==> config.mk <==
export PLATFORM = sky130hd
export DESIGN_NAME = failsafe_status_monitor
export DESIGN_NICKNAME = d
export VERILOG_FILES = /design/src/failsafe_pkg.sv /design/src/failsafe_status_monitor.sv
export SDC_FILE = /design/constraint.sdc
export NUM_CORES = 1
export LEC_CHECK = 0
export ABC_AREA = 1
export BUFFER_PORTS_ARGS = -buffer_cell sky130_fd_sc_hd__buf_2
export CAP_MARGIN = 40
export CORE_MARGIN = 2
export CORE_UTILIZATION = 50
export CTS_CLUSTER_SIZE = 20
export DETAILED_ROUTE_END_ITERATION = 12
export PLACE_DENSITY = 0.79
export SYNTH_ARGS = -nofsm -noshare
export SYNTH_HDL_FRONTEND = slang
export SYNTH_SLANG_ARGS = --single-unit
==> constraint.sdc <==
create_clock -name sys_clk -period 1.9 [get_ports sys_clk]
set_clock_uncertainty 0.05 [all_clocks]
set_input_delay 0.19 -clock sys_clk [delete_from_list [all_inputs] [get_ports sys_clk]]
set_output_delay 0.19 -clock sys_clk [all_outputs]
set_load 0.02 [all_outputs]
==> src/failsafe_pkg.sv <==
// Purpose: shared constants and types of the fail-safe status monitor
// Assumes: 8-bit registers behind the serial interface byte port
// Notes: reset values are those of the configuration registers after power-up
package failsafe_pkg;
   localparam logic [7:0] ADDR_STATUS = 8'h01;
   localparam logic [7:0] ADDR_MODE = 8'h04;
   localparam logic [7:0] ADDR_MODULATION = 8'h05;
   localparam int NUM_CFG = 2;
   localparam int IDX_MODE = 0;
   localparam int IDX_MODULATION = 1;
   localparam logic [7:0] MODE_RESET = 8'h06;
   localparam logic [7:0] MODULATION_RESET = 8'h25;
   localparam int BIT_REQUEST = 7;
   localparam int BIT_PA_CUTOFF = 4;
   localparam int STATUS_BIT_ONE = 7;
   localparam int STATUS_BIT_LOWER = 5;
   localparam int STATUS_BIT_UPPER = 4;
   localparam int STATUS_BIT_BROWNOUT = 2;
   localparam int STATUS_BIT_PARITY = 1;
   localparam int STATUS_BIT_LOCK = 0;
   localparam logic BROWNOUT_RESET = 1'b1;
   // sleep wait count at which shutdown fires, three system clock cycles after en_fall
   localparam logic [1:0] SLEEP_LATENCY = 2'h2;

   // host-side register access, one byte per transfer
   typedef struct packed {
      logic wr;
      logic rd;
      logic [7:0] addr;
      logic [7:0] wdata;
   } reg_access_t;

   typedef struct packed {
      logic lower;
      logic upper;
      logic brownout;
      logic parity;
      logic lock;
   } flags_t;

   typedef enum logic [1:0] {ST_ACTIVE, ST_SLEEP_WAIT, ST_SLEEP} power_state_t;
endpackage

==> src/failsafe_status_monitor.sv <==
// Purpose: mode request bits, fail-safe flags, status register and PA cut-off
// Assumes: register access pulses come from the serial interface on sys_clk
// Notes: rst_n is the internal brownout/power-on reset, so the brownout flag resets to 1
`timescale 1ns/1ps
// How it works
// RULE1: standby request bit self-clears when accepted
// RULE2: sleep request; configuration lost after sleep
// RULE3: host sets sleep, drops enable; shutdown two cycles (code: shutdown fires three cycles after en_fall)
// RULE4: host sets standby bit, then drops enable
// RULE5: brownout resets device and sets flag
// RULE6: per-register parity stored, checked continuously
// RULE7: parity checking continues in standby
// RULE8: lock loss during transmission sets flag
// RULE9: error flags latch; cleared only by status read
// RULE10: cut-off enabled plus any flag disables PA
// RULE11: host reads status before and after transmission
// RULE12: upper battery flag lowers threshold; lower flag
// RULE13: battery flags clear at every transmission start
// RULE14: status layout: one, battery, brownout, parity, lock
// RULE15: battery flags invalid during standby
// RULE16: flag event during status read survives
module failsafe_status_monitor (
   input wire logic sys_clk,
   input wire logic rst_n,
   input wire failsafe_pkg::reg_access_t reg_access,
   input wire logic en_pin,
   input wire logic brownout_det,
   input wire logic pll_locked,
   input wire logic batt_below_upper,
   input wire logic batt_below_threshold,
   input wire logic tx_start,
   input wire logic tx_active,
   output logic [7:0] rd_data_reg,
   output logic standby_enter_reg,
   output logic sleep_shutdown_reg,
   output logic pa_disable_reg,
   output logic threshold_lower_reg,
   output failsafe_pkg::flags_t flags_reg
);
   import failsafe_pkg::*;

   logic [1:0] en_sync_reg, brown_sync_reg, lock_sync_reg, upper_sync_reg, thr_sync_reg;
   logic en_prev_reg;
   logic [7:0] cfg_reg [NUM_CFG];
   logic parity_reg [NUM_CFG];
   logic [NUM_CFG-1:0] parity_bad;
   logic [1:0] sleep_cnt_reg;
   power_state_t state_reg, state_next;
   flags_t flags_next;

   wire en_fall = en_prev_reg & ~en_sync_reg[1];
   wire wr_mode = reg_access.wr & (reg_access.addr == ADDR_MODE);
   wire wr_modulation = reg_access.wr & (reg_access.addr == ADDR_MODULATION);
   wire rd_status = reg_access.rd & (reg_access.addr == ADDR_STATUS);
   wire standby_pending = cfg_reg[IDX_MODE][BIT_REQUEST];
   wire sleep_pending = cfg_reg[IDX_MODULATION][BIT_REQUEST];
   wire cfg_wipe = (state_reg == ST_SLEEP_WAIT) & (sleep_cnt_reg == SLEEP_LATENCY);
   wire [NUM_CFG-1:0] cfg_wr = {wr_modulation, wr_mode};
   localparam logic [7:0] cfg_reset [NUM_CFG] = '{MODE_RESET, MODULATION_RESET};

   // RULE14 status layout
   wire [7:0] status_view = {1'b1, 1'b0, flags_reg.lower, flags_reg.upper, 1'b0,
                             flags_reg.brownout, flags_reg.parity, flags_reg.lock};
   wire [7:0] rd_mux = (reg_access.addr == ADDR_STATUS) ? status_view :
                       (reg_access.addr == ADDR_MODE) ? cfg_reg[IDX_MODE] :
                       (reg_access.addr == ADDR_MODULATION) ? cfg_reg[IDX_MODULATION] :
                       8'h00;

   // pins from the outside pass two flip-flops before use
   always_ff @(posedge sys_clk) begin
      if (!rst_n) begin
         en_sync_reg <= 2'h0;
         brown_sync_reg <= 2'h0;
         lock_sync_reg <= 2'h0;
         upper_sync_reg <= 2'h0;
         thr_sync_reg <= 2'h0;
         en_prev_reg <= 1'b0;
      end else begin
         en_sync_reg <= {en_sync_reg[0], en_pin};
         brown_sync_reg <= {brown_sync_reg[0], brownout_det};
         lock_sync_reg <= {lock_sync_reg[0], pll_locked};
         upper_sync_reg <= {upper_sync_reg[0], batt_below_upper};
         thr_sync_reg <= {thr_sync_reg[0], batt_below_threshold};
         en_prev_reg <= en_sync_reg[1];
      end
   end

   // one generate entry per configuration register with its parity bit
   genvar gi;
   generate
      for (gi = 0; gi < NUM_CFG; gi++) begin : g_cfg
         always_ff @(posedge sys_clk) begin
            if (!rst_n) begin
               cfg_reg[gi] <= cfg_reset[gi];
               parity_reg[gi] <= ^cfg_reset[gi];
            end else if (cfg_wipe) begin
               // RULE2 contents lost
               cfg_reg[gi] <= cfg_reset[gi];
               parity_reg[gi] <= ^cfg_reset[gi];
            end else if (cfg_wr[gi]) begin
               // RULE6 parity on write
               cfg_reg[gi] <= reg_access.wdata;
               parity_reg[gi] <= ^reg_access.wdata;
            end else if (gi == IDX_MODE && en_fall && standby_pending) begin
               // RULE1 self-clear on accept
               cfg_reg[gi] <= {1'b0, cfg_reg[gi][6:0]};
               parity_reg[gi] <= ^{1'b0, cfg_reg[gi][6:0]};
            end
         end
         // RULE6 continuous check; RULE7 no mode gating, so it runs in standby too
         assign parity_bad[gi] = (^cfg_reg[gi]) != parity_reg[gi];
      end
   endgenerate

   // RULE3 sleep shutdown timing
   always_comb begin
      state_next = state_reg;
      case (state_reg)
         ST_ACTIVE: begin
            if (en_fall && sleep_pending) begin
               state_next = ST_SLEEP_WAIT;
            end
         end
         ST_SLEEP_WAIT: begin
            if (cfg_wipe) begin
               state_next = ST_SLEEP;
            end
         end
         ST_SLEEP: begin
            if (en_sync_reg[1]) begin
               state_next = ST_ACTIVE;
            end
         end
         default: state_next = ST_ACTIVE;
      endcase
   end

   // RULE9 latch until read; RULE16 set beats read clear
   always_comb begin
      flags_next = flags_reg;
      if (rd_status) begin
         flags_next.brownout = 1'b0;
         flags_next.parity = 1'b0;
         flags_next.lock = 1'b0;
      end
      // RULE13 battery flags cleared
      if (tx_start) begin
         flags_next.upper = 1'b0;
         flags_next.lower = 1'b0;
      end
      // RULE5 brownout flag
      if (brown_sync_reg[1]) begin
         flags_next.brownout = 1'b1;
      end
      if (|parity_bad) begin
         flags_next.parity = 1'b1;
      end
      // RULE8 lock loss
      if (tx_active && !lock_sync_reg[1]) begin
         flags_next.lock = 1'b1;
      end
      // RULE12 two-step detector
      if (upper_sync_reg[1]) begin
         flags_next.upper = 1'b1;
      end
      // second step only while the upper flag survives this cycle, so a
      // transmission start clears both flags together
      // RULE15 no standby gating; host ignores these flags there
      if (flags_reg.upper && flags_next.upper && thr_sync_reg[1]) begin
         flags_next.lower = 1'b1;
      end
   end

   always_ff @(posedge sys_clk) begin
      if (!rst_n) begin
         state_reg <= ST_ACTIVE;
         sleep_cnt_reg <= 2'h0;
         // RULE5 reset leaves the brownout flag set
         flags_reg <= '{lower: 1'b0, upper: 1'b0, brownout: BROWNOUT_RESET,
                        parity: 1'b0, lock: 1'b0};
         rd_data_reg <= 8'h00;
         standby_enter_reg <= 1'b0;
         sleep_shutdown_reg <= 1'b0;
         pa_disable_reg <= 1'b0;
         threshold_lower_reg <= 1'b0;
      end else begin
         state_reg <= state_next;
         sleep_cnt_reg <= (state_reg == ST_SLEEP_WAIT) ? sleep_cnt_reg + 2'h1 : 2'h0;
         flags_reg <= flags_next;
         if (reg_access.rd) begin
            rd_data_reg <= rd_mux;
         end
         // RULE1 request accepted
         standby_enter_reg <= en_fall & standby_pending & ~sleep_pending;
         sleep_shutdown_reg <= cfg_wipe;
         // RULE10 PA cut-off
         pa_disable_reg <= cfg_reg[IDX_MODE][BIT_PA_CUTOFF] & (|flags_next);
         // RULE12 threshold follows upper flag
         threshold_lower_reg <= flags_next.upper;
      end
   end
endmodule

=== Yosys cells after proc, flatten, opt, wreduce, memory -nomap -nowiden ===
Memories as Yosys holds them, arrays and structs flattened.
Cells that the tools add are included.

* Memories kept: 2
* Output and inout port bits: 17
* Flip-flop bits (word level): 31
* Logic and storage cells: 107
* Input bits: 27
* Bits in writable memories: 18

* Bitwise operators: 20
* Equal/unequal tests: 11
* Reductions and logical operators: 15
* $add $sub $neg: 1
* Multiplexer cells: 41

{| class="wikitable"
|+ Memories
! name !! depth !! width !! rd ports !! clocked after memory_dff !! wr ports !! line !! source
|-
| cfg_reg || 2 || 8 || 2 || 0 || 2 || failsafe_status_monitor.sv:44 || <nowiki>logic [7:0] cfg_reg [NUM_CFG];</nowiki>
|-
| parity_reg || 2 || 1 || 2 || 0 || 2 || failsafe_status_monitor.sv:45 || <nowiki>logic parity_reg [NUM_CFG];</nowiki>
|}

{| class="wikitable"
|+ Operator list
! operator !! count
|-
| $mux 8 || 8
|-
| $reduce_xor 8->1 || 4
|-
| $mux 1 || 27
|-
| $eq 8x3->1 const B || 2
|-
| $or 1x1->1 || 10
|-
| $and 1x1->1 || 8
|-
| $eq 8x1->1 const B || 1
|-
| $mux 2 || 4
|-
| $ne 2x2->1 const B || 3
|-
| $pmux 2 s3 || 1
|-
| $logic_and 1x1->1 || 5
|-
| $reduce_or 5->1 || 1
|-
| $eq 2x2->1 const B || 2
|-
| $mux 3 || 1
|-
| $reduce_and 3->1 || 1
|-
| $add 2x1->2 const B || 1
|-
| $eq 2x1->1 const B || 1
|-
| $logic_not 2->1 || 1
|-
| $ne 1x1->1 || 2
|-
| $not 1->1 || 2
|-
| $reduce_and 2->1 || 1
|-
| $reduce_or 2->1 || 1
|-
| $logic_not 1->1 || 1
|}

=== Depth between registers and ports, before layout ===
* Depth after elaboration: 9
* Gate-level depth with buffers: 13
* Depth with buffers taken out: 13

=== Worst setup path before layout ===
Ideal clock, no wire load.

* Kind: reg2reg
* From: register sleep_cnt_reg[0]
* To: memory cfg_reg[1][0], enable pin
* Buffers on the path: 0
* Arrival: 1.300 ns
* Data required time: 1.516 ns
* Clock period less this slack: 1.685 ns
* Cell stages (with the launch flop): 8
* Library setup time: 0.334 ns
* Slack: 0.215 ns
* Cell sequence: dfxtp_1 -> inv_1 -> ha_1 -> nand2_1 -> nand2_1 -> nor3_4 -> inv_2 -> nand2_1

{| class="wikitable"
|+ RTL lines
! what !! line !! source
|-
| start, declared || failsafe_status_monitor.sv:47 || <nowiki>logic [1:0] sleep_cnt_reg;</nowiki>
|-
| start signal, assigned || failsafe_status_monitor.sv:188 || <nowiki>sleep_cnt_reg <= (state_reg == ST_SLEEP_WAIT) ? sleep_cnt_reg + 2'h1 : 2'h0;</nowiki>
|-
| end, declared || failsafe_status_monitor.sv:44 ||
|}

==> flow_summary.toml <==
[run_status]
status = "complete, no violations"

[drt]
vias = 2005
top_layer = "met4"
drtIter0Drc = 101
drt-total-wl_um = 4516
route.met3.wl_um = 277
met1_length_um = 2038
drt-pass1-iter-count = 4
viasPerCell = 4.890
drc_errors = 0
wire_per_inst_um = 11.01
postRouteAntennaNets = 0
met2_length_um = 2135

[floorplanning]
fp.dieW_um = 72.37
start_util_pct = 52.95
coreArea_mm2 = 0.004414
io_pins = 44
die_h_um = 72.37
rows = 24
die_area_mm2 = 0.005237

[clock_network]
clk_pin_slew_worst_paths_ps = 90
cts-buffers-inserted = 5
post-cts-setup-buffers = 0
cts_resized = 0
cts_root_buf = "clkbuf_8"
worstSkewPairLatency_ps = 300
clkSinkCount = 49
ctsHoldBuffers = 0
cts_tree = "yes"
htreeDepth = 2
ctsLongestPathBuffers = 2

[cells_and_area]
nets = 385
drive_gt1_share_pct = 18.16
syn2layout_area_growth_pct = 15.31
stdcell_area_mm2 = 0.002695
largest_reg_flops = 16
insertedDiodeCount = 0

[setup_path]
critPathRequiredTime_ps = 1850
reg2regPathDepth = 7
arrival_ps = 1600
critPathLaunch = "sleep_cnt_reg[0]"
crit_type = "reg -> reg"
critPathLaunchType = "register"
r2r-start = "sleep_cnt_reg[0]"
end_kind = "register"
reg2reg_slack_ps = 250
cp_max_fo = 9

[timing]
period_needed_ps = 1652
hold_viol_final = 0
rsz0062_at_grt = "no"
slew_headroom_pct = 68.01
finalSetupViolCount = 0
slew_viol_final = 0
worst_pin_slew_ps = 479.3
final.setup.tns_ps = 0
timing.fmax_mhz = 605.4
setup_ws_ps = 248.3
min_period_over_period_pct = 86.93

[place]
io_buffers = 43
gp_congestion = 0.8519
post_dp_cell_area_mm2 = 0.002608
dp_slack_ps = 116.1
hpwl_um = 3563

[synthesis]
synth.most_common_cell = "nand2_1"
ys_ff_latch = 49
ys_seq_area_share_pct = 49.68
synthCells = 310
syn_avg_cell_area_um2 = 7.539
syn_area_mm2 = 0.002337
yosys-top-cells-count = "nand2_1 (95), inv_1 (60), nor2_1 (34), dfxtp_1 (31), edfxtp_1 (18)"
synth.largest_area_cell = "dfxtp_1"
yosys-top-cells-area = "dfxtp_1 (27%), edfxtp_1 (23%), nand2_1 (15%)"
syn_nets = 338
synthArstFlopShare_pct = 0
synth_warnings = 0
synth.distinct_cells = 30
synth-main-ff-cell = "dfxtp_1"
yosysTopAreaCellShare_pct = 26.55
synth_edf_count = 18

[flow_run]
cap_violations = 0

[grt]
grt_overflow = 0
grt_start_max_net_pins = 17
grt_first_pass_wirelength_um = 7396
grtUsageTotal_pct = 18.12
antenna_found_initial = 0
grt_pass1_vias = 1736

[power_and_ir_drop]
power.total_mw = 1.952
p_leak_nw = 1.411
power.density_mw_per_mm2 = 724.2
vdd_ir_drop_max_v = 0.0003836

[hold_path]
holdPathStages = 3
hold_start = "brownout_det"
hold_path.class = "in -> reg"
[worst max-delay path, stage by stage, from the launching register on]
cell	delay, ps
dfxtp_1	340
inv_1	50
ha_1	200
nand2_1	100
nand2_1	130
nor3_4	210
inv_2	90
nand2_2	190
[routing by layer]
layer / vias up / track usage (%)
met5: - / 0
met4: 0 / 6.790
met3: 5 / 4.167
met2: 63 / 28.54
met1: 896 / 24.40
li1: 1041 / -
[through the flow]
stage | instances | hold WS, ps | utilization [%]
after floorplan | 310 | 237.6 | -
final | 410 | 9.391 | 61.05
after global placement | 402 | 320.1 | 59.07
after global routing | 410 | 16.90 | 61.05
after detailed placement | 402 | 326.1 | 59.07
after CTS | 410 | 5.936 | 61.00
[power by group]
group | leakage, nW | internal (mW) | switching, mW
clock network | 0.0466 | 0.258 | 0.337
registers | 0.409 | 1.12 | 0.0174
logic | 0.955 | 0.0846 | 0.139
[cells by family (layout without fill, tap and decap cells)]
family / Yosys count / count (layout) / share of synthesized area (%)
and+or+nand+nor: 155 / 155 / 28.05
buffers and inverters: 70 / 118 / 11.67
DFF: 49 / 49 / 49.68
AOI/OAI and AO/OA: 26 / 26 / 6.692
xor gates and xnor gates: 9 / 9 / 3.373
adders and majority gates: 1 / 1 / 0.5352
[placed cells by master (no fill, tap or decap), types with 2 or more instances in the layout]
cell type	n
a21oi_1	11
buf_2	43
buf_4	3
clkbuf_8	5
dfxtp_1	31
edfxtp_1	18
inv_1	61
inv_2	4
nand2_1	94
nand2_2	2
nand3_1	11
nand4_1	2
nor2_1	34
nor3_1	4
nor3_2	3
o21ai_0	3
o221ai_1	2
o22ai_1	6
xnor2_1	6
xor2_1	3
[final timing paths]
path	end
worst max-delay path	cfg_reg[1][1]
worst min-delay path	brown_sync_reg[0]
worst max register to register	cfg_reg[1][1]
worst min register to register	en_sync_reg[1]
[area by class of cell]
cell class | count | area [um^2]
Multi-Input combinational cell | 191 | 905.9
Clock buffer | 6 | 72.57
Inverter | 64 | 240.2
Timing Repair Buffer | 46 | 237.7
Fill cell | 414 | 1719
Sequential cell | 49 | 1161
Tap cell | 52 | 65.06
Clock inverter | 2 | 12.51
Note: power is estimated with default switching activity, not from simulation.
